### config.mk
export PLATFORM = sky130hd
export DESIGN_NAME = memory_map_sfr_decoder
export DESIGN_NICKNAME = d
export VERILOG_FILES = /design/src/memory_map_pkg.sv /design/src/memory_map_sfr_decoder.sv
export SDC_FILE = /design/constraint.sdc
export NUM_CORES = 1
export LEC_CHECK = 0
export BUFFER_PORTS_ARGS = -buffer_cell sky130_fd_sc_hd__buf_2
export CORE_MARGIN = 3
export CORE_UTILIZATION = 40
export CTS_CLUSTER_DIAMETER = 50
export DETAILED_ROUTE_END_ITERATION = 12
export PLACE_DENSITY = 0.71
export SETUP_SLACK_MARGIN = 0.02
export SLEW_MARGIN = 0
export SYNTH_ARGS = -nofsm -noshare
export SYNTH_HDL_FRONTEND = slang
export SYNTH_SLANG_ARGS = --single-unit
### constraint.sdc
create_clock -name clk -period 7.81 [get_ports clk]
set_input_delay 1.562 -clock clk [delete_from_list [all_inputs] [get_ports clk]]
set_output_delay 1.562 -clock clk [all_outputs]
set_load 0.05 [all_outputs]
### src/memory_map_pkg.sv
// Purpose: Shared constants and types for the memory map decoder and SFR bank
// Assumes: 20-bit byte address, 8-bit data, 16-Kbyte ROM and 1-Kbyte RAM build
// Notes: Every address, offset, reset value and field position lives here
package memory_map_pkg;
  // Bus widths
  localparam int ADDR_W = 20;
  localparam int DATA_W = 8;
  // Whole space and region bounds
  localparam logic [19:0] SPACE_LO = 20'h00000;
  localparam logic [19:0] SPACE_HI = 20'hFFFFF;
  localparam logic [19:0] ROM_TOP = 20'h0FFFF;
  localparam logic [19:0] ROM_SIZE = 20'h04000;
  localparam logic [19:0] ROM_LO = 20'(ROM_TOP - ROM_SIZE + 20'h00001);
  localparam logic [19:0] VEC_LO = 20'h0FFDC;
  localparam logic [19:0] FLASH_LO = 20'h02400;
  localparam logic [19:0] FLASH_HI = 20'h02BFF;
  localparam logic [19:0] FLASH_BLK = 20'h00400;
  localparam logic [19:0] FLASH_B_LO = 20'(FLASH_LO + FLASH_BLK);
  localparam logic [19:0] RAM_LO = 20'h00400;
  localparam logic [19:0] RAM_SIZE = 20'h00400;
  localparam logic [19:0] RAM_HI = 20'(RAM_LO + RAM_SIZE - 20'h00001);
  localparam logic [19:0] SFR_LO = 20'h00000;
  localparam logic [19:0] SFR_HI = 20'h002FF;
  // Slice of the SFR window held by this bank
  localparam int REG_COUNT = 48;
  localparam logic [19:0] REG_SLICE_HI = 20'h0002F;
  // Register offsets
  localparam logic [5:0] OFF_PROCESSOR_MODE_0 = 6'h04;
  localparam logic [5:0] OFF_PROCESSOR_MODE_1 = 6'h05;
  localparam logic [5:0] OFF_SYS_CLK_CTRL_0 = 6'h06;
  localparam logic [5:0] OFF_SYS_CLK_CTRL_1 = 6'h07;
  localparam logic [5:0] OFF_WRITE_PROTECT = 6'h0A;
  localparam logic [5:0] OFF_OSC_STOP_DETECT = 6'h0C;
  localparam logic [5:0] OFF_WATCHDOG_RESTART = 6'h0D;
  localparam logic [5:0] OFF_WATCHDOG_START = 6'h0E;
  localparam logic [5:0] OFF_WATCHDOG_CONTROL = 6'h0F;
  localparam logic [5:0] OFF_ADDR_MATCH_CMP_0 = 6'h10;
  localparam logic [5:0] OFF_ADDR_MATCH_ENABLE = 6'h13;
  localparam logic [5:0] OFF_ADDR_MATCH_CMP_1 = 6'h14;
  localparam logic [5:0] OFF_COUNT_SOURCE_PROTECT = 6'h1C;
  localparam logic [5:0] OFF_HS_OSC_CONTROL_0 = 6'h23;
  localparam logic [5:0] OFF_HS_OSC_CONTROL_1 = 6'h24;
  localparam logic [5:0] OFF_HS_OSC_CONTROL_2 = 6'h25;
  localparam logic [5:0] OFF_PRESCALER_RESET_FLAG = 6'h28;
  localparam logic [5:0] OFF_HS_OSC_CONTROL_4 = 6'h29;
  localparam logic [5:0] OFF_HS_OSC_CONTROL_6 = 6'h2B;
  localparam logic [5:0] OFF_HS_OSC_CONTROL_7 = 6'h2C;
  // Reset values
  localparam logic [7:0] RST_ZERO = 8'h00;
  localparam logic [7:0] RST_SYS_CLK_CTRL_0 = 8'h68;
  localparam logic [7:0] RST_SYS_CLK_CTRL_1 = 8'h20;
  localparam logic [7:0] RST_OSC_STOP_DETECT = 8'h04;
  localparam logic [7:0] RST_WATCHDOG_UNDEF = 8'h00;
  localparam logic [7:0] RST_WATCHDOG_CONTROL = 8'h1F;
  localparam logic [7:0] RST_COUNT_SOURCE_ALT = 8'h80;
  localparam logic [7:0] UNMAPPED_READ = 8'h00;
  // Field positions
  localparam int CSP_INIT_SELECT_BIT = 7;
  localparam int PROTECT_CLOCK_BIT = 0;
  localparam int PROTECT_MODE_BIT = 1;
  // Write protection groups
  localparam logic [1:0] GRP_FREE = 2'h0;
  localparam logic [1:0] GRP_CLOCK = 2'h1;
  localparam logic [1:0] GRP_MODE = 2'h2;

  // Region selects, one hot (vector implies rom too)
  typedef struct packed {
    logic sfr;
    logic ram;
    logic flash_a;
    logic flash_b;
    logic rom;
    logic vector;
    logic reserved;
  } region_t;

  // Factory trim bytes for the high-speed oscillator
  typedef struct packed {
    logic [7:0] hs_osc_1;
    logic [7:0] hs_osc_4;
    logic [7:0] hs_osc_6;
    logic [7:0] hs_osc_7;
  } trim_t;

  // One bus request
  typedef struct packed {
    logic [19:0] addr;
    logic [7:0] wdata;
    logic wr;
    logic rd;
  } bus_req_t;

  // Start-up sequence, Gray coded
  typedef enum logic [1:0] {
    ST_STRAP = 2'h0,
    ST_LOAD = 2'h1,
    ST_RUN = 2'h3
  } boot_state_t;
endpackage

### src/memory_map_sfr_decoder.sv
// Purpose: Address decoder for the 1-Mbyte space and the first SFR slice
// Assumes: One clock, async active-high reset, trim and option byte stable at reset
// Notes: Reads answer one cycle after the read strobe; bus is ignored until ready
`timescale 1ns/1ps

module memory_map_sfr_decoder (
  input wire logic clk,
  input wire logic rst,
  input wire logic [19:0] addr,
  input wire logic [7:0] wdata,
  input wire logic wr_stb,
  input wire logic rd_stb,
  input wire logic [7:0] option_function_select,
  input wire memory_map_pkg::trim_t trim,
  output memory_map_pkg::region_t region,
  output logic [7:0] rd_data_q,
  output logic sfr_ready,
  output logic watchdog_restart_pulse_q,
  output logic watchdog_start_pulse_q,
  output logic [7:0] processor_mode_0,
  output logic [7:0] processor_mode_1,
  output logic [7:0] system_clock_control_0,
  output logic [7:0] system_clock_control_1,
  output logic [7:0] watchdog_control,
  output logic [7:0] count_source_protect,
  output logic [23:0] addr_match_compare_0,
  output logic [23:0] addr_match_compare_1,
  output logic [7:0] addr_match_enable
);

  // Bundled request, keeps the decode readable
  memory_map_pkg::bus_req_t req;
  // Start-up state
  memory_map_pkg::boot_state_t state_q;
  memory_map_pkg::boot_state_t state_d;
  // Option byte caught after reset release
  logic [7:0] option_q;
  // Register byte storage, one entry per slice offset
  // Holes are tied off below, so each entry has one driver
  logic [7:0] regs_q [memory_map_pkg::REG_COUNT];
  // Address falls inside the register slice
  // Only the low 30h bytes of the window hold registers here
  logic in_slice;
  // Offset within the slice
  logic [5:0] index;
  // Request is accepted at all
  logic bus_open;
  // Write allowed per entry after protection
  logic [memory_map_pkg::REG_COUNT-1:0] wr_hit;
  // Count-source alternative chosen by the option byte
  logic csp_alt;

  // Offset has a real register behind it
  function automatic logic reg_implemented(input logic [5:0] idx);
    case (idx)
      memory_map_pkg::OFF_PROCESSOR_MODE_0,
      memory_map_pkg::OFF_PROCESSOR_MODE_1,
      memory_map_pkg::OFF_SYS_CLK_CTRL_0,
      memory_map_pkg::OFF_SYS_CLK_CTRL_1,
      memory_map_pkg::OFF_WRITE_PROTECT,
      memory_map_pkg::OFF_OSC_STOP_DETECT,
      memory_map_pkg::OFF_WATCHDOG_RESTART,
      memory_map_pkg::OFF_WATCHDOG_START,
      memory_map_pkg::OFF_WATCHDOG_CONTROL,
      memory_map_pkg::OFF_ADDR_MATCH_ENABLE,
      memory_map_pkg::OFF_COUNT_SOURCE_PROTECT,
      memory_map_pkg::OFF_HS_OSC_CONTROL_0,
      memory_map_pkg::OFF_HS_OSC_CONTROL_1,
      memory_map_pkg::OFF_HS_OSC_CONTROL_2,
      memory_map_pkg::OFF_PRESCALER_RESET_FLAG,
      memory_map_pkg::OFF_HS_OSC_CONTROL_4,
      memory_map_pkg::OFF_HS_OSC_CONTROL_6,
      memory_map_pkg::OFF_HS_OSC_CONTROL_7: begin
        return 1'b1;
      end
      default: begin
        // Three-byte compare registers occupy a run of offsets
        return ((idx >= memory_map_pkg::OFF_ADDR_MATCH_CMP_0) &&
                (idx < memory_map_pkg::OFF_ADDR_MATCH_ENABLE)) ||
               ((idx >= memory_map_pkg::OFF_ADDR_MATCH_CMP_1) &&
                (idx < 6'(memory_map_pkg::OFF_ADDR_MATCH_CMP_1 + 6'h03)));
      end
    endcase
  endfunction

  // Constant loaded by the asynchronous reset
  // Trimmed and option-dependent bytes are fixed up later
  function automatic logic [7:0] reset_value(input logic [5:0] idx);
    case (idx)
      memory_map_pkg::OFF_SYS_CLK_CTRL_0: begin
        return memory_map_pkg::RST_SYS_CLK_CTRL_0;
      end
      memory_map_pkg::OFF_SYS_CLK_CTRL_1: begin
        return memory_map_pkg::RST_SYS_CLK_CTRL_1;
      end
      memory_map_pkg::OFF_OSC_STOP_DETECT: begin
        return memory_map_pkg::RST_OSC_STOP_DETECT;
      end
      memory_map_pkg::OFF_WATCHDOG_RESTART,
      memory_map_pkg::OFF_WATCHDOG_START: begin
        // Contents are undefined; a fixed value keeps simulation clean
        return memory_map_pkg::RST_WATCHDOG_UNDEF;
      end
      memory_map_pkg::OFF_WATCHDOG_CONTROL: begin
        return memory_map_pkg::RST_WATCHDOG_CONTROL;
      end
      default: begin
        // Mode, protect, match, count source, oscillator 0/2, prescaler flag
        return memory_map_pkg::RST_ZERO;
      end
    endcase
  endfunction

  // Which protect bit guards an offset
  // Protect register is never guarded, or it could lock itself
  function automatic logic [1:0] protect_group(input logic [5:0] idx);
    case (idx)
      memory_map_pkg::OFF_SYS_CLK_CTRL_0,
      memory_map_pkg::OFF_SYS_CLK_CTRL_1,
      memory_map_pkg::OFF_OSC_STOP_DETECT,
      memory_map_pkg::OFF_HS_OSC_CONTROL_0,
      memory_map_pkg::OFF_HS_OSC_CONTROL_1,
      memory_map_pkg::OFF_HS_OSC_CONTROL_2,
      memory_map_pkg::OFF_HS_OSC_CONTROL_4,
      memory_map_pkg::OFF_HS_OSC_CONTROL_6,
      memory_map_pkg::OFF_HS_OSC_CONTROL_7: begin
        return memory_map_pkg::GRP_CLOCK;
      end
      memory_map_pkg::OFF_PROCESSOR_MODE_0,
      memory_map_pkg::OFF_PROCESSOR_MODE_1: begin
        return memory_map_pkg::GRP_MODE;
      end
      default: begin
        return memory_map_pkg::GRP_FREE;
      end
    endcase
  endfunction

  // Trim byte for a shipped-value offset, zero otherwise
  function automatic logic [7:0] trim_byte(input logic [5:0] idx,
                                           input memory_map_pkg::trim_t t);
    case (idx)
      memory_map_pkg::OFF_HS_OSC_CONTROL_1: begin
        return t.hs_osc_1;
      end
      memory_map_pkg::OFF_HS_OSC_CONTROL_4: begin
        return t.hs_osc_4;
      end
      memory_map_pkg::OFF_HS_OSC_CONTROL_6: begin
        return t.hs_osc_6;
      end
      memory_map_pkg::OFF_HS_OSC_CONTROL_7: begin
        return t.hs_osc_7;
      end
      default: begin
        return memory_map_pkg::RST_ZERO;
      end
    endcase
  endfunction

  // Offset is filled from factory trim during start-up
  // Software may still overwrite these once the bus opens
  function automatic logic is_trimmed(input logic [5:0] idx);
    return (idx == memory_map_pkg::OFF_HS_OSC_CONTROL_1) ||
           (idx == memory_map_pkg::OFF_HS_OSC_CONTROL_4) ||
           (idx == memory_map_pkg::OFF_HS_OSC_CONTROL_6) ||
           (idx == memory_map_pkg::OFF_HS_OSC_CONTROL_7);
  endfunction

  // Gather the bus pins into one request
  always_comb begin
    req.addr = addr;
    req.wdata = wdata;
    req.wr = wr_stb;
    req.rd = rd_stb;
  end

  // Region decode, purely combinational from the address
  always_comb begin
    region = '0;
    // Windows never overlap, so the order of tests is free
    // One hot bit, vector riding with rom, keeps users simple
    // All 20 bits take part, so the space wraps nowhere
    if (req.addr <= memory_map_pkg::SFR_HI) begin
      region.sfr = 1'b1;
    end else if ((req.addr >= memory_map_pkg::RAM_LO) &&
                 (req.addr <= memory_map_pkg::RAM_HI)) begin
      region.ram = 1'b1;
    end else if ((req.addr >= memory_map_pkg::FLASH_LO) &&
                 (req.addr < memory_map_pkg::FLASH_B_LO)) begin
      region.flash_a = 1'b1;
    end else if ((req.addr >= memory_map_pkg::FLASH_B_LO) &&
                 (req.addr <= memory_map_pkg::FLASH_HI)) begin
      region.flash_b = 1'b1;
    end else if ((req.addr >= memory_map_pkg::ROM_LO) &&
                 (req.addr <= memory_map_pkg::ROM_TOP)) begin
      // ROM grows down from the top of the first 64 Kbytes
      region.rom = 1'b1;
      // Vector table is the top slice of the ROM
      region.vector = (req.addr >= memory_map_pkg::VEC_LO);
    end else begin
      // Everything else up to the top of the space is reserved
      region.reserved = 1'b1;
    end
  end

  // Slice membership and offset
  always_comb begin
    in_slice = (req.addr <= memory_map_pkg::REG_SLICE_HI);
    index = req.addr[5:0];
    bus_open = (state_q == memory_map_pkg::ST_RUN);
    // Option bit low selects the alternative count-source reset
    csp_alt = ~option_q[memory_map_pkg::CSP_INIT_SELECT_BIT];
  end

  // Start-up sequencer: catch straps, load trim, then open the bus
  // Two flops keep the bus shut for the first two edges
  // Gray order flips one bit per step on the normal path
  always_comb begin
    case (state_q)
      memory_map_pkg::ST_STRAP: begin
        state_d = memory_map_pkg::ST_LOAD;
      end
      memory_map_pkg::ST_LOAD: begin
        state_d = memory_map_pkg::ST_RUN;
      end
      memory_map_pkg::ST_RUN: begin
        state_d = memory_map_pkg::ST_RUN;
      end
      default: begin
        // Unused code falls back to a fresh start
        state_d = memory_map_pkg::ST_STRAP;
      end
    endcase
  end

  // Sequencer state register
  always_ff @(posedge clk or posedge rst) begin
    if (rst) begin
      state_q <= memory_map_pkg::ST_STRAP;
    end else begin
      state_q <= state_d;
    end
  end

  // Option byte is sampled by the clock after release, never by the reset
  // Sampling in reset would make the reset value non-constant
  always_ff @(posedge clk or posedge rst) begin
    if (rst) begin
      option_q <= memory_map_pkg::RST_ZERO;
    end else if (state_q == memory_map_pkg::ST_STRAP) begin
      option_q <= option_function_select;
    end
  end

  // Per-entry write permission, filtered by protection and implementation
  // Protect bits gate writes only; guarded reads stay open
  // A protect change applies from the next write onward
  always_comb begin
    for (int i = 0; i < memory_map_pkg::REG_COUNT; i++) begin
      wr_hit[i] = 1'b0;
      if (bus_open && req.wr && in_slice && (index == 6'(i)) &&
          reg_implemented(6'(i))) begin
        case (protect_group(6'(i)))
          memory_map_pkg::GRP_CLOCK: begin
            wr_hit[i] = regs_q[memory_map_pkg::OFF_WRITE_PROTECT]
                        [memory_map_pkg::PROTECT_CLOCK_BIT];
          end
          memory_map_pkg::GRP_MODE: begin
            wr_hit[i] = regs_q[memory_map_pkg::OFF_WRITE_PROTECT]
                        [memory_map_pkg::PROTECT_MODE_BIT];
          end
          default: begin
            wr_hit[i] = 1'b1;
          end
        endcase
      end
    end
  end

  // Register storage, one flop byte per implemented offset
  // Start-up loads beat bus writes, refused until ready anyway
  for (genvar g = 0; g < memory_map_pkg::REG_COUNT; g++) begin : g_reg
    if (reg_implemented(6'(g))) begin : g_impl
      always_ff @(posedge clk or posedge rst) begin
        if (rst) begin
          regs_q[g] <= reset_value(6'(g));
        end else if (state_q == memory_map_pkg::ST_LOAD) begin
          // Trim lands before the bus opens, so no read sees a stale byte
          if (is_trimmed(6'(g))) begin
            regs_q[g] <= trim_byte(6'(g), trim);
          end else if ((6'(g) == memory_map_pkg::OFF_COUNT_SOURCE_PROTECT) &&
                       csp_alt) begin
            regs_q[g] <= memory_map_pkg::RST_COUNT_SOURCE_ALT;
          end
        end else if (wr_hit[g]) begin
          regs_q[g] <= req.wdata;
        end
      end
    end else begin : g_hole
      // Empty offsets hold nothing; writes there go nowhere
      assign regs_q[g] = memory_map_pkg::UNMAPPED_READ;
    end
  end

  // Read data, one cycle after the strobe; reads never alter state
  // Data holds until the next accepted read
  // Memories answer elsewhere, so this port shows zero there
  always_ff @(posedge clk or posedge rst) begin
    if (rst) begin
      rd_data_q <= memory_map_pkg::RST_ZERO;
    end else if (req.rd && bus_open) begin
      if (in_slice && reg_implemented(index)) begin
        rd_data_q <= regs_q[index];
      end else begin
        // Outside this slice and at its empty offsets the port reads zero
        rd_data_q <= memory_map_pkg::UNMAPPED_READ;
      end
    end
  end

  // Watchdog writes are events as well as stored bytes
  // A write dropped while the bus is shut raises no pulse
  always_ff @(posedge clk or posedge rst) begin
    if (rst) begin
      watchdog_restart_pulse_q <= 1'b0;
      watchdog_start_pulse_q <= 1'b0;
    end else begin
      watchdog_restart_pulse_q <= wr_hit[memory_map_pkg::OFF_WATCHDOG_RESTART];
      watchdog_start_pulse_q <= wr_hit[memory_map_pkg::OFF_WATCHDOG_START];
    end
  end

  // Register contents offered to the rest of the chip
  // Straight from the flops, so users see no decode glitches
  always_comb begin
    sfr_ready = bus_open;
    processor_mode_0 = regs_q[memory_map_pkg::OFF_PROCESSOR_MODE_0];
    processor_mode_1 = regs_q[memory_map_pkg::OFF_PROCESSOR_MODE_1];
    system_clock_control_0 = regs_q[memory_map_pkg::OFF_SYS_CLK_CTRL_0];
    system_clock_control_1 = regs_q[memory_map_pkg::OFF_SYS_CLK_CTRL_1];
    watchdog_control = regs_q[memory_map_pkg::OFF_WATCHDOG_CONTROL];
    count_source_protect = regs_q[memory_map_pkg::OFF_COUNT_SOURCE_PROTECT];
    addr_match_enable = regs_q[memory_map_pkg::OFF_ADDR_MATCH_ENABLE];
    // Compare bytes are little-endian, lowest offset is the low byte
    addr_match_compare_0 = {regs_q[6'(memory_map_pkg::OFF_ADDR_MATCH_CMP_0 + 6'h02)],
                            regs_q[6'(memory_map_pkg::OFF_ADDR_MATCH_CMP_0 + 6'h01)],
                            regs_q[memory_map_pkg::OFF_ADDR_MATCH_CMP_0]};
    addr_match_compare_1 = {regs_q[6'(memory_map_pkg::OFF_ADDR_MATCH_CMP_1 + 6'h02)],
                            regs_q[6'(memory_map_pkg::OFF_ADDR_MATCH_CMP_1 + 6'h01)],
                            regs_q[memory_map_pkg::OFF_ADDR_MATCH_CMP_1]};
  end

endmodule

==> impl_metrics.prom, run 1 <==
# TYPE chip_impl_metric gauge
chip_impl_metric{name="cts.repair.resized",unit=""} 0
chip_impl_metric{name="finalSetupViolCount",unit=""} 0
chip_impl_metric{name="critPathRequiredTime",unit="ps"} 6250
chip_impl_info{name="worstHoldEndpoint",value="rd_data_q[1]"} 1
chip_impl_metric{name="timing.reg2reg.setup_slack",unit="ps"} 4800
chip_impl_info{name="min-delay-start",value="rd_data_q[1]"} 1
chip_impl_metric{name="postSynthRegisterBits",unit=""} 205
chip_impl_metric{name="area_delta_synth_final",unit="%"} 12.7
chip_impl_metric{name="grtUsageTotal",unit="%"} 21.9
chip_impl_metric{name="async_flop_share",unit="%"} 100
chip_impl_metric{name="worstPathMaxFanout",unit=""} 46
chip_impl_metric{name="timing.slew.headroom",unit="%"} 30.7
chip_impl_metric{name="first_global_vias",unit=""} 8143
chip_impl_info{name="outcome",value="finished, final reports clean"} 1
chip_impl_metric{name="cts_max_level",unit=""} 1
chip_impl_metric{name="cp.arrival",unit="ps"} 3440
chip_impl_metric{name="synth_cell_type_count",unit=""} 65
chip_impl_metric{name="placementRows",unit=""} 60
chip_impl_metric{name="route.detailed.wl_per_inst",unit="um"} 23.7
chip_impl_metric{name="syn-cell-area",unit="mm^2"} 0.0111
chip_impl_metric{name="final_nets",unit=""} 1094
chip_impl_metric{name="fp.dieH",unit="um"} 173
chip_impl_metric{name="postCtsSetupBuffers",unit=""} 0
chip_impl_metric{name="global_route_wire_length_before_repair",unit="um"} 51100
chip_impl_metric{name="dp_cells",unit=""} 1364
chip_impl_info{name="most_common_library_cell_in_the_layout_ignoring_fill_and_taps",value="sky130_fd_sc_hd__dfrtp_1"} 1
chip_impl_metric{name="synth_top_area_share",unit="%"} 43.9
chip_impl_metric{name="ys_seq_area_share",unit="%"} 46.3
chip_impl_metric{name="synth.mux.area_fraction",unit="%"} 22.4
chip_impl_metric{name="cts_max_path_buffers",unit=""} 3
chip_impl_metric{name="final_min_period_over_clock_period",unit="%"} 64.0
chip_impl_metric{name="stdcell_count",unit=""} 1416
chip_impl_metric{name="report.final.slew_viol_count",unit=""} 0
chip_impl_metric{name="die_w",unit="um"} 173
chip_impl_metric{name="worst_clock_skew",unit="ps"} 8.29
chip_impl_metric{name="worst_hold_path.num_cells",unit=""} 2
chip_impl_metric{name="cts.reportedPaths.clkPinSlew",unit="ps"} 50
chip_impl_info{name="layout.cells.most_common_list",value="195 x sky130_fd_sc_hd__dfrtp_1, 186 x sky130_fd_sc_hd__buf_2, 168 x sky130_fd_sc_hd__mux2_2"} 1
chip_impl_metric{name="holdWs",unit="ps"} 482
chip_impl_metric{name="maximum_number_of_pins_on_one_net_before_global_route_repair",unit=""} 96
chip_impl_info{name="synth_top_family_by_area",value="multiplexers"} 1
chip_impl_metric{name="post_cts_hold_buffers",unit=""} 0
chip_impl_metric{name="synthesis.nets",unit=""} 1044
chip_impl_metric{name="fp.dieArea",unit="mm^2"} 0.0298
chip_impl_metric{name="pin_count",unit=""} 194
chip_impl_info{name="crit_path_start_kind",value="input pin"} 1
chip_impl_info{name="cts_tree",value="done"} 1
chip_impl_info{name="criticalPathCategory",value="in2out"} 1
chip_impl_metric{name="synth_compound_area_share",unit="%"} 9.62
chip_impl_metric{name="setup_slack",unit="ps"} 2810
chip_impl_info{name="regToRegEndpoint",value="addr_match_compare_0[11]"} 1
chip_impl_metric{name="dp_hpwl",unit="um"} 22600
chip_impl_metric{name="gr-total-overflow",unit=""} 0
chip_impl_metric{name="routabilityCongestion",unit=""} 0.890
chip_impl_metric{name="final-seq-area",unit="mm^2"} 0.00514
chip_impl_metric{name="detail_route.iter0.violations",unit=""} 779
chip_impl_metric{name="syn_area_per_cell",unit="um^2"} 11.4
chip_impl_metric{name="ys_warn_count",unit=""} 0
chip_impl_metric{name="vias_per_cell",unit=""} 5.72
chip_impl_metric{name="drive_above_1_share",unit="%"} 45.2
chip_impl_metric{name="synth-simple-area-share",unit="%"} 11.7
chip_impl_metric{name="cts_num_sinks",unit=""} 205
chip_impl_info{name="synth_top_area_cell",value="sky130_fd_sc_hd__dfrtp_1"} 1
chip_impl_info{name="leading_register_cell_type_out_of_synthesis",value="sky130_fd_sc_hd__dfrtp_1"} 1
chip_impl_info{name="timing.rr.start",value="state_q[1]"} 1
chip_impl_metric{name="synth_edf_count",unit=""} 0
chip_impl_metric{name="via_count",unit=""} 8099
chip_impl_metric{name="synth_area_in_adders",unit="%"} 0
chip_impl_info{name="synth.area.top_cells",value="sky130_fd_sc_hd__dfrtp_1 44%, sky130_fd_sc_hd__mux2_2 17%, sky130_fd_sc_hd__buf_4 7.0%, sky130_fd_sc_hd__mux4_2 3.8%, sky130_fd_sc_hd__nand2_1 3.0%"} 1
chip_impl_metric{name="numCtsBuffers",unit=""} 28
chip_impl_metric{name="finalWorstPathRequiredPeriod",unit="ps"} 5000
chip_impl_metric{name="fill_cells",unit=""} 2529
chip_impl_metric{name="multiInputGateArea",unit="mm^2"} 0.00487
chip_impl_metric{name="synthesis.instances",unit=""} 972
chip_impl_metric{name="clk_latency_worst_skew_pair",unit="ps"} 540
chip_impl_metric{name="transition_time_at_the_pin_with_the_least_slew_margin",unit="ps"} 1040
chip_impl_metric{name="ir_worst_vdd",unit="mV"} 0.194
chip_impl_info{name="worstSetupEndpointType",value="output pin"} 1
chip_impl_metric{name="placed_standard_cell_area",unit="mm^2"} 0.0115
chip_impl_info{name="rsz_0062_raised_after_global_routing",value="false"} 1
chip_impl_metric{name="antenna_violating_nets_post_route",unit=""} 0
chip_impl_metric{name="buffer_ports.inserted",unit=""} 186
chip_impl_info{name="hold_path_class",value="reg2reg"} 1
chip_impl_info{name="worstSetupStartpoint",value="addr[3]"} 1
chip_impl_metric{name="fmax",unit="MHz"} 200
chip_impl_metric{name="core_area",unit="mm^2"} 0.0271
chip_impl_metric{name="drt_pass1_iterations",unit=""} 5
chip_impl_metric{name="postLayoutCellArea",unit="mm^2"} 0.0125
chip_impl_metric{name="final.setup.tns",unit="ps"} 0
chip_impl_metric{name="floorplan.initialDensity",unit="%"} 41.0
chip_impl_metric{name="antennaDiodeCount",unit=""} 0
chip_impl_metric{name="post_synth_xor_area_fraction",unit="%"} 0
chip_impl_metric{name="powerDensity",unit="mW/mm^2"} 208
chip_impl_metric{name="drcViolationCount",unit=""} 0
chip_impl_metric{name="timing_hold_violations_final",unit=""} 0
chip_impl_metric{name="max-cap-violations",unit=""} 0
chip_impl_metric{name="finalWirelength",unit="um"} 33500
chip_impl_metric{name="grt_antenna_before_repair",unit=""} 0
chip_impl_metric{name="worst_r2r_path_depth",unit=""} 5
chip_impl_info{name="clk_root_buf",value="sky130_fd_sc_hd__clkbuf_16"} 1
chip_impl_metric{name="power_leakage",unit="uW"} 0.00617
chip_impl_metric{name="dp_worst_setup_slack",unit="ps"} 2880
[power breakdown]
part	switching, uW	internal, uW	total (uW)
clock	520	825	1340
sequential	7.06	1070	1080
combinational	128	52.3	180
[per-stage QoR]
step / total power (uW) / util (%)
2_1_floorplan: 1210 / -
3_3_place_gp: 1270 / 42.6
3_5_place_dp: 1280 / 42.6
4_1_cts: 2620 / 46.3
5_1_grt: 2680 / 46.3
6_report: 2610 / 46.3
[cell type report]
class / instances / area share, %
tap: 372 / 3.71
clock inverter: 18 / 1.65
sequential: 205 / 41.0
timing repair buffer: 199 / 8.21
inverter: 8 / 0.299
clock buffer: 34 / 6.26
multi-input combinational: 580 / 38.9
[Yosys cell counts, drive strengths merged, types with 4 or more instances]
cell type,instances
nor2,28
inv,8
mux2i,17
nand4,5
mux2,168
o211ai,17
o22ai,4
a21oi,15
clkbuf,55
nand2,88
a22oi,8
o221ai,4
nor3,14
o2bb2ai,8
and2,14
a221o,18
nor2b,14
dfrtp,195
nand3,26
buf,124
mux4,19
nor4,9
a221oi,7
o31ai,7
o21ai,23
dfstp,10
nand2b,15
a22o,8
[worst max-delay path, stage by stage]
cell	delay, ps
sky130_fd_sc_hd__buf_2	80
sky130_fd_sc_hd__buf_4	470
sky130_fd_sc_hd__and2_1	480
sky130_fd_sc_hd__a21oi_1	210
sky130_fd_sc_hd__nor4b_1	310
sky130_fd_sc_hd__buf_2	310
[metal layers]
layer / global-route usage, % / wire, um / up-vias
met4: 5.54 / 901 / 0
met1: 30.0 / 14200 / 4125
met3: 5.29 / 2820 / 58
met5: 0 / 0 / -
met2: 35.3 / 15600 / 381
li1: - / - / 3535
[kinds of logic (layout without fill, tap and decap cells)]
group,count (synthesis),after routing
and+or+nand+nor,233,233
muxes,204,204
AOI/OAI and AO/OA,143,143
DFF,205,205
buffers and inverters,187,259
[flip-flops by register name, indices dropped and copies added (netlist names), 2 cells and up]
name / flops
state_q: 2
addr_match_compare_1: 24
processor_mode_0: 8
addr_match_compare_0: 24
count_source_protect: 8
watchdog_control: 8
system_clock_control_1: 8
processor_mode_1: 8
regs_q: 88
system_clock_control_0: 8
addr_match_enable: 8
rd_data_q: 8
[how the worst max path moves through the flow]
| stage | depth (start not counted) | slack [ps] | endpoint |
|---|---|---|---|
| floorplan | 1 | 670 | addr_match_compare_0[0] |
| global placement | 6 | 2850 | region[1] |
| detailed placement | 6 | 2880 | region[1] |
| CTS | 6 | 2870 | region[1] |
| global route | 6 | 2760 | region[1] |
| finish | 6 | 2810 | region[1] |
(Power assumes the default switching activity.)
==> run 2: changes to the inputs <==
==> constraint.sdc (replaced) <==
create_clock -name clk -period 5 [get_ports clk]
set_input_delay 1 -clock clk [delete_from_list [all_inputs] [get_ports clk]]
set_output_delay 1 -clock clk [all_outputs]
set_load 0.05 [all_outputs]
==> impl_metrics.prom, run 2 (synthesized netlist as in run 1, its figures left out) <==
# TYPE chip_impl_metric gauge
chip_impl_metric{name="power_leakage",unit="uW"} 0.00614
chip_impl_metric{name="gr-total-overflow",unit=""} 0
chip_impl_metric{name="cts_max_path_buffers",unit=""} 3
chip_impl_metric{name="fill_cells",unit=""} 2535
chip_impl_metric{name="timing_hold_violations_final",unit=""} 0
chip_impl_metric{name="post_cts_hold_buffers",unit=""} 0
chip_impl_metric{name="switching_fraction_of_total_power",unit="%"} 25.2
chip_impl_metric{name="final_core_util",unit="%"} 46.2
chip_impl_metric{name="final_nets",unit=""} 1099
chip_impl_info{name="worstSetupEndpointType",value="output pin"} 1
chip_impl_metric{name="transition_time_at_the_pin_with_the_least_slew_margin",unit="ps"} 1170
chip_impl_info{name="registers.top_by_ff_count",value="regs_q"} 1
chip_impl_metric{name="worst_clock_skew",unit="ps"} 10.5
chip_impl_metric{name="timing.slew.headroom",unit="%"} 21.3
chip_impl_metric{name="vias_per_cell",unit=""} 5.68
chip_impl_metric{name="placementRows",unit=""} 60
chip_impl_metric{name="worstPathMaxFanout",unit=""} 21
chip_impl_info{name="layout.cells.most_common_list",value="195 x sky130_fd_sc_hd__dfrtp_1, 186 x sky130_fd_sc_hd__buf_2, 168 x sky130_fd_sc_hd__mux2_2"} 1
chip_impl_info{name="clk_root_buf",value="sky130_fd_sc_hd__clkbuf_16"} 1
chip_impl_metric{name="fp.dieH",unit="um"} 173
chip_impl_metric{name="grtUsageTotal",unit="%"} 21.5
chip_impl_metric{name="die_w",unit="um"} 173
chip_impl_metric{name="critPathRequiredTime",unit="ps"} 4000
chip_impl_info{name="rsz_0062_raised_after_global_routing",value="false"} 1
chip_impl_metric{name="finalSetupViolCount",unit=""} 0
chip_impl_metric{name="drive_above_1_share",unit="%"} 45.0
chip_impl_info{name="path_cells",value="buf_2, and2_1, a21oi_1, nor4b_1, buf_2"} 1
chip_impl_metric{name="core_area",unit="mm^2"} 0.0271
chip_impl_metric{name="area_delta_synth_final",unit="%"} 12.5
chip_impl_metric{name="max-cap-violations",unit=""} 0
chip_impl_metric{name="clock_power_share",unit="%"} 49.8
chip_impl_info{name="crit_path_start_kind",value="input pin"} 1
chip_impl_metric{name="worst_hold_path.num_cells",unit=""} 2
chip_impl_metric{name="finalWorstPathRequiredPeriod",unit="ps"} 3670
chip_impl_metric{name="total_switching_power",unit="uW"} 990
chip_impl_metric{name="cts.reportedPaths.clkPinSlew",unit="ps"} 60
chip_impl_metric{name="final.setup.tns",unit="ps"} 0
chip_impl_metric{name="postLayoutCellArea",unit="mm^2"} 0.0125
chip_impl_info{name="hold_path_class",value="reg2reg"} 1
chip_impl_info{name="outcome",value="finished, final reports clean"} 1
chip_impl_metric{name="fmax",unit="MHz"} 272
chip_impl_metric{name="route.detailed.wl_per_inst",unit="um"} 23.2
chip_impl_metric{name="dp_hpwl",unit="um"} 22800
chip_impl_metric{name="cpPeakStageDelay",unit="ps"} 520
chip_impl_metric{name="finalWirelength",unit="um"} 32900
chip_impl_metric{name="placed_standard_cell_area",unit="mm^2"} 0.0116
chip_impl_metric{name="cts_max_level",unit=""} 1
chip_impl_metric{name="floorplan.initialDensity",unit="%"} 41.0
chip_impl_info{name="crit_slowest_cell",value="sky130_fd_sc_hd__and2_1"} 1
chip_impl_info{name="timing.rr.start",value="state_q[0]"} 1
chip_impl_metric{name="powerDensity",unit="mW/mm^2"} 314
chip_impl_metric{name="clk_latency_worst_skew_pair",unit="ps"} 540
chip_impl_metric{name="largest_register_ffs",unit=""} 88
chip_impl_metric{name="detail_route.iter0.violations",unit=""} 618
chip_impl_metric{name="postCtsSetupBuffers",unit=""} 0
chip_impl_metric{name="pin_count",unit=""} 194
chip_impl_metric{name="maximum_number_of_pins_on_one_net_before_global_route_repair",unit=""} 149
chip_impl_metric{name="drcViolationCount",unit=""} 0
chip_impl_metric{name="final_min_period_over_clock_period",unit="%"} 73.4
chip_impl_metric{name="antenna_violating_nets_post_route",unit=""} 0
chip_impl_metric{name="timing.reg2reg.setup_slack",unit="ps"} 1990
chip_impl_metric{name="routabilityCongestion",unit=""} 0.902
chip_impl_metric{name="report.final.slew_viol_count",unit=""} 0
chip_impl_metric{name="cts.repair.resized",unit=""} 0
chip_impl_metric{name="seqPwrFrac",unit="%"} 42.9
chip_impl_info{name="cts_tree",value="done"} 1
chip_impl_metric{name="fp.dieArea",unit="mm^2"} 0.0298
chip_impl_metric{name="ir_worst_vdd",unit="mV"} 0.252
chip_impl_info{name="worstHoldEndpoint",value="rd_data_q[3]"} 1
chip_impl_metric{name="cp.arrival",unit="ps"} 2670
chip_impl_info{name="regToRegEndpoint",value="addr_match_compare_0[8]"} 1
chip_impl_metric{name="drt_pass1_iterations",unit=""} 5
chip_impl_info{name="worst_path_most_repeated_cell",value="sky130_fd_sc_hd__buf_2"} 1
chip_impl_metric{name="first_global_vias",unit=""} 8241
chip_impl_metric{name="via_count",unit=""} 8076
chip_impl_metric{name="numCtsBuffers",unit=""} 28
chip_impl_metric{name="cell_internal_pwr",unit="uW"} 2940
chip_impl_metric{name="buffer_ports.inserted",unit=""} 186
chip_impl_metric{name="worst_r2r_path_depth",unit=""} 5
chip_impl_metric{name="global_route_wire_length_before_repair",unit="um"} 50500
chip_impl_metric{name="power_frac_comb",unit="%"} 7.2
chip_impl_info{name="most_common_library_cell_in_the_layout_ignoring_fill_and_taps",value="sky130_fd_sc_hd__dfrtp_1"} 1
chip_impl_metric{name="cts_num_sinks",unit=""} 205
chip_impl_metric{name="antennaDiodeCount",unit=""} 0
chip_impl_info{name="criticalPathCategory",value="in2out"} 1
chip_impl_info{name="min-delay-start",value="rd_data_q[3]"} 1
chip_impl_metric{name="grt_antenna_before_repair",unit=""} 1
==> run 2: worst max-delay path by stage <==
stage                  start                        to  slack, ps  cells after the start
floorplan            addr[2]                 region[1]        460                      6
global placement    addr[18]  addr_match_compare_0[13]       1120                      6
detailed placement  addr[15]   addr_match_compare_0[9]       1020                      6
CTS                  addr[3]                 region[1]       1350                      5
global route         addr[3]                 region[1]       1300                      5
finish               addr[3]                 region[1]       1330                      5
==> run 2: area by class of cell <==
class / count / area [um^2] / area share (%)
Clock buffer: 36 / 751 / 6.00
Clock inverter: 16 / 173 / 1.38
Inverter: 8 / 33.8 / 0.270
Multi-Input combinational cell: 580 / 4870 / 38.9
Sequential cell: 205 / 5140 / 41.1
Tap cell: 372 / 465 / 3.72
Timing Repair Buffer: 204 / 1080 / 8.62
==> run 2: layer usage <==
layer | vias to the layer above | global-route usage, % | wire length [um]
li1 | 3539 | - | -
met1 | 4130 | 29.5 | 14200
met2 | 352 | 34.7 | 15200
met3 | 55 | 4.87 | 2630
met4 | 0 | 5.64 | 844
met5 | - | 0 | 0
==> run 2: per-stage QoR <==
stage                     cells  hold slack, ps  setup slack, ps  power [uW]
after global placement     1369             455             1120        2000
after CTS                  1421             475             1350        3950
after global routing       1421             492             1300        4040
after floorplan             972             471              460        1890
after detailed placement   1369             462             1020        2000
final                      1421             472             1330        3930
==> run 2: critical path: cells and delay by family <==
kind / cells / cell delay [ps]
AOI/OAI and AO/OA: 1 / 140
buffers and inverters: 2 / 720
and+or+nand+nor: 2 / 810
==> run 2: power by group through the flow <==
stage	Clock, uW	Sequential (uW)	Combinational [uW]
global route	2050	1690	306
finish	1960	1690	284
global placement	0	1720	280
floorplan	0	1710	179
CTS	1980	1690	284
detailed placement	0	1720	283
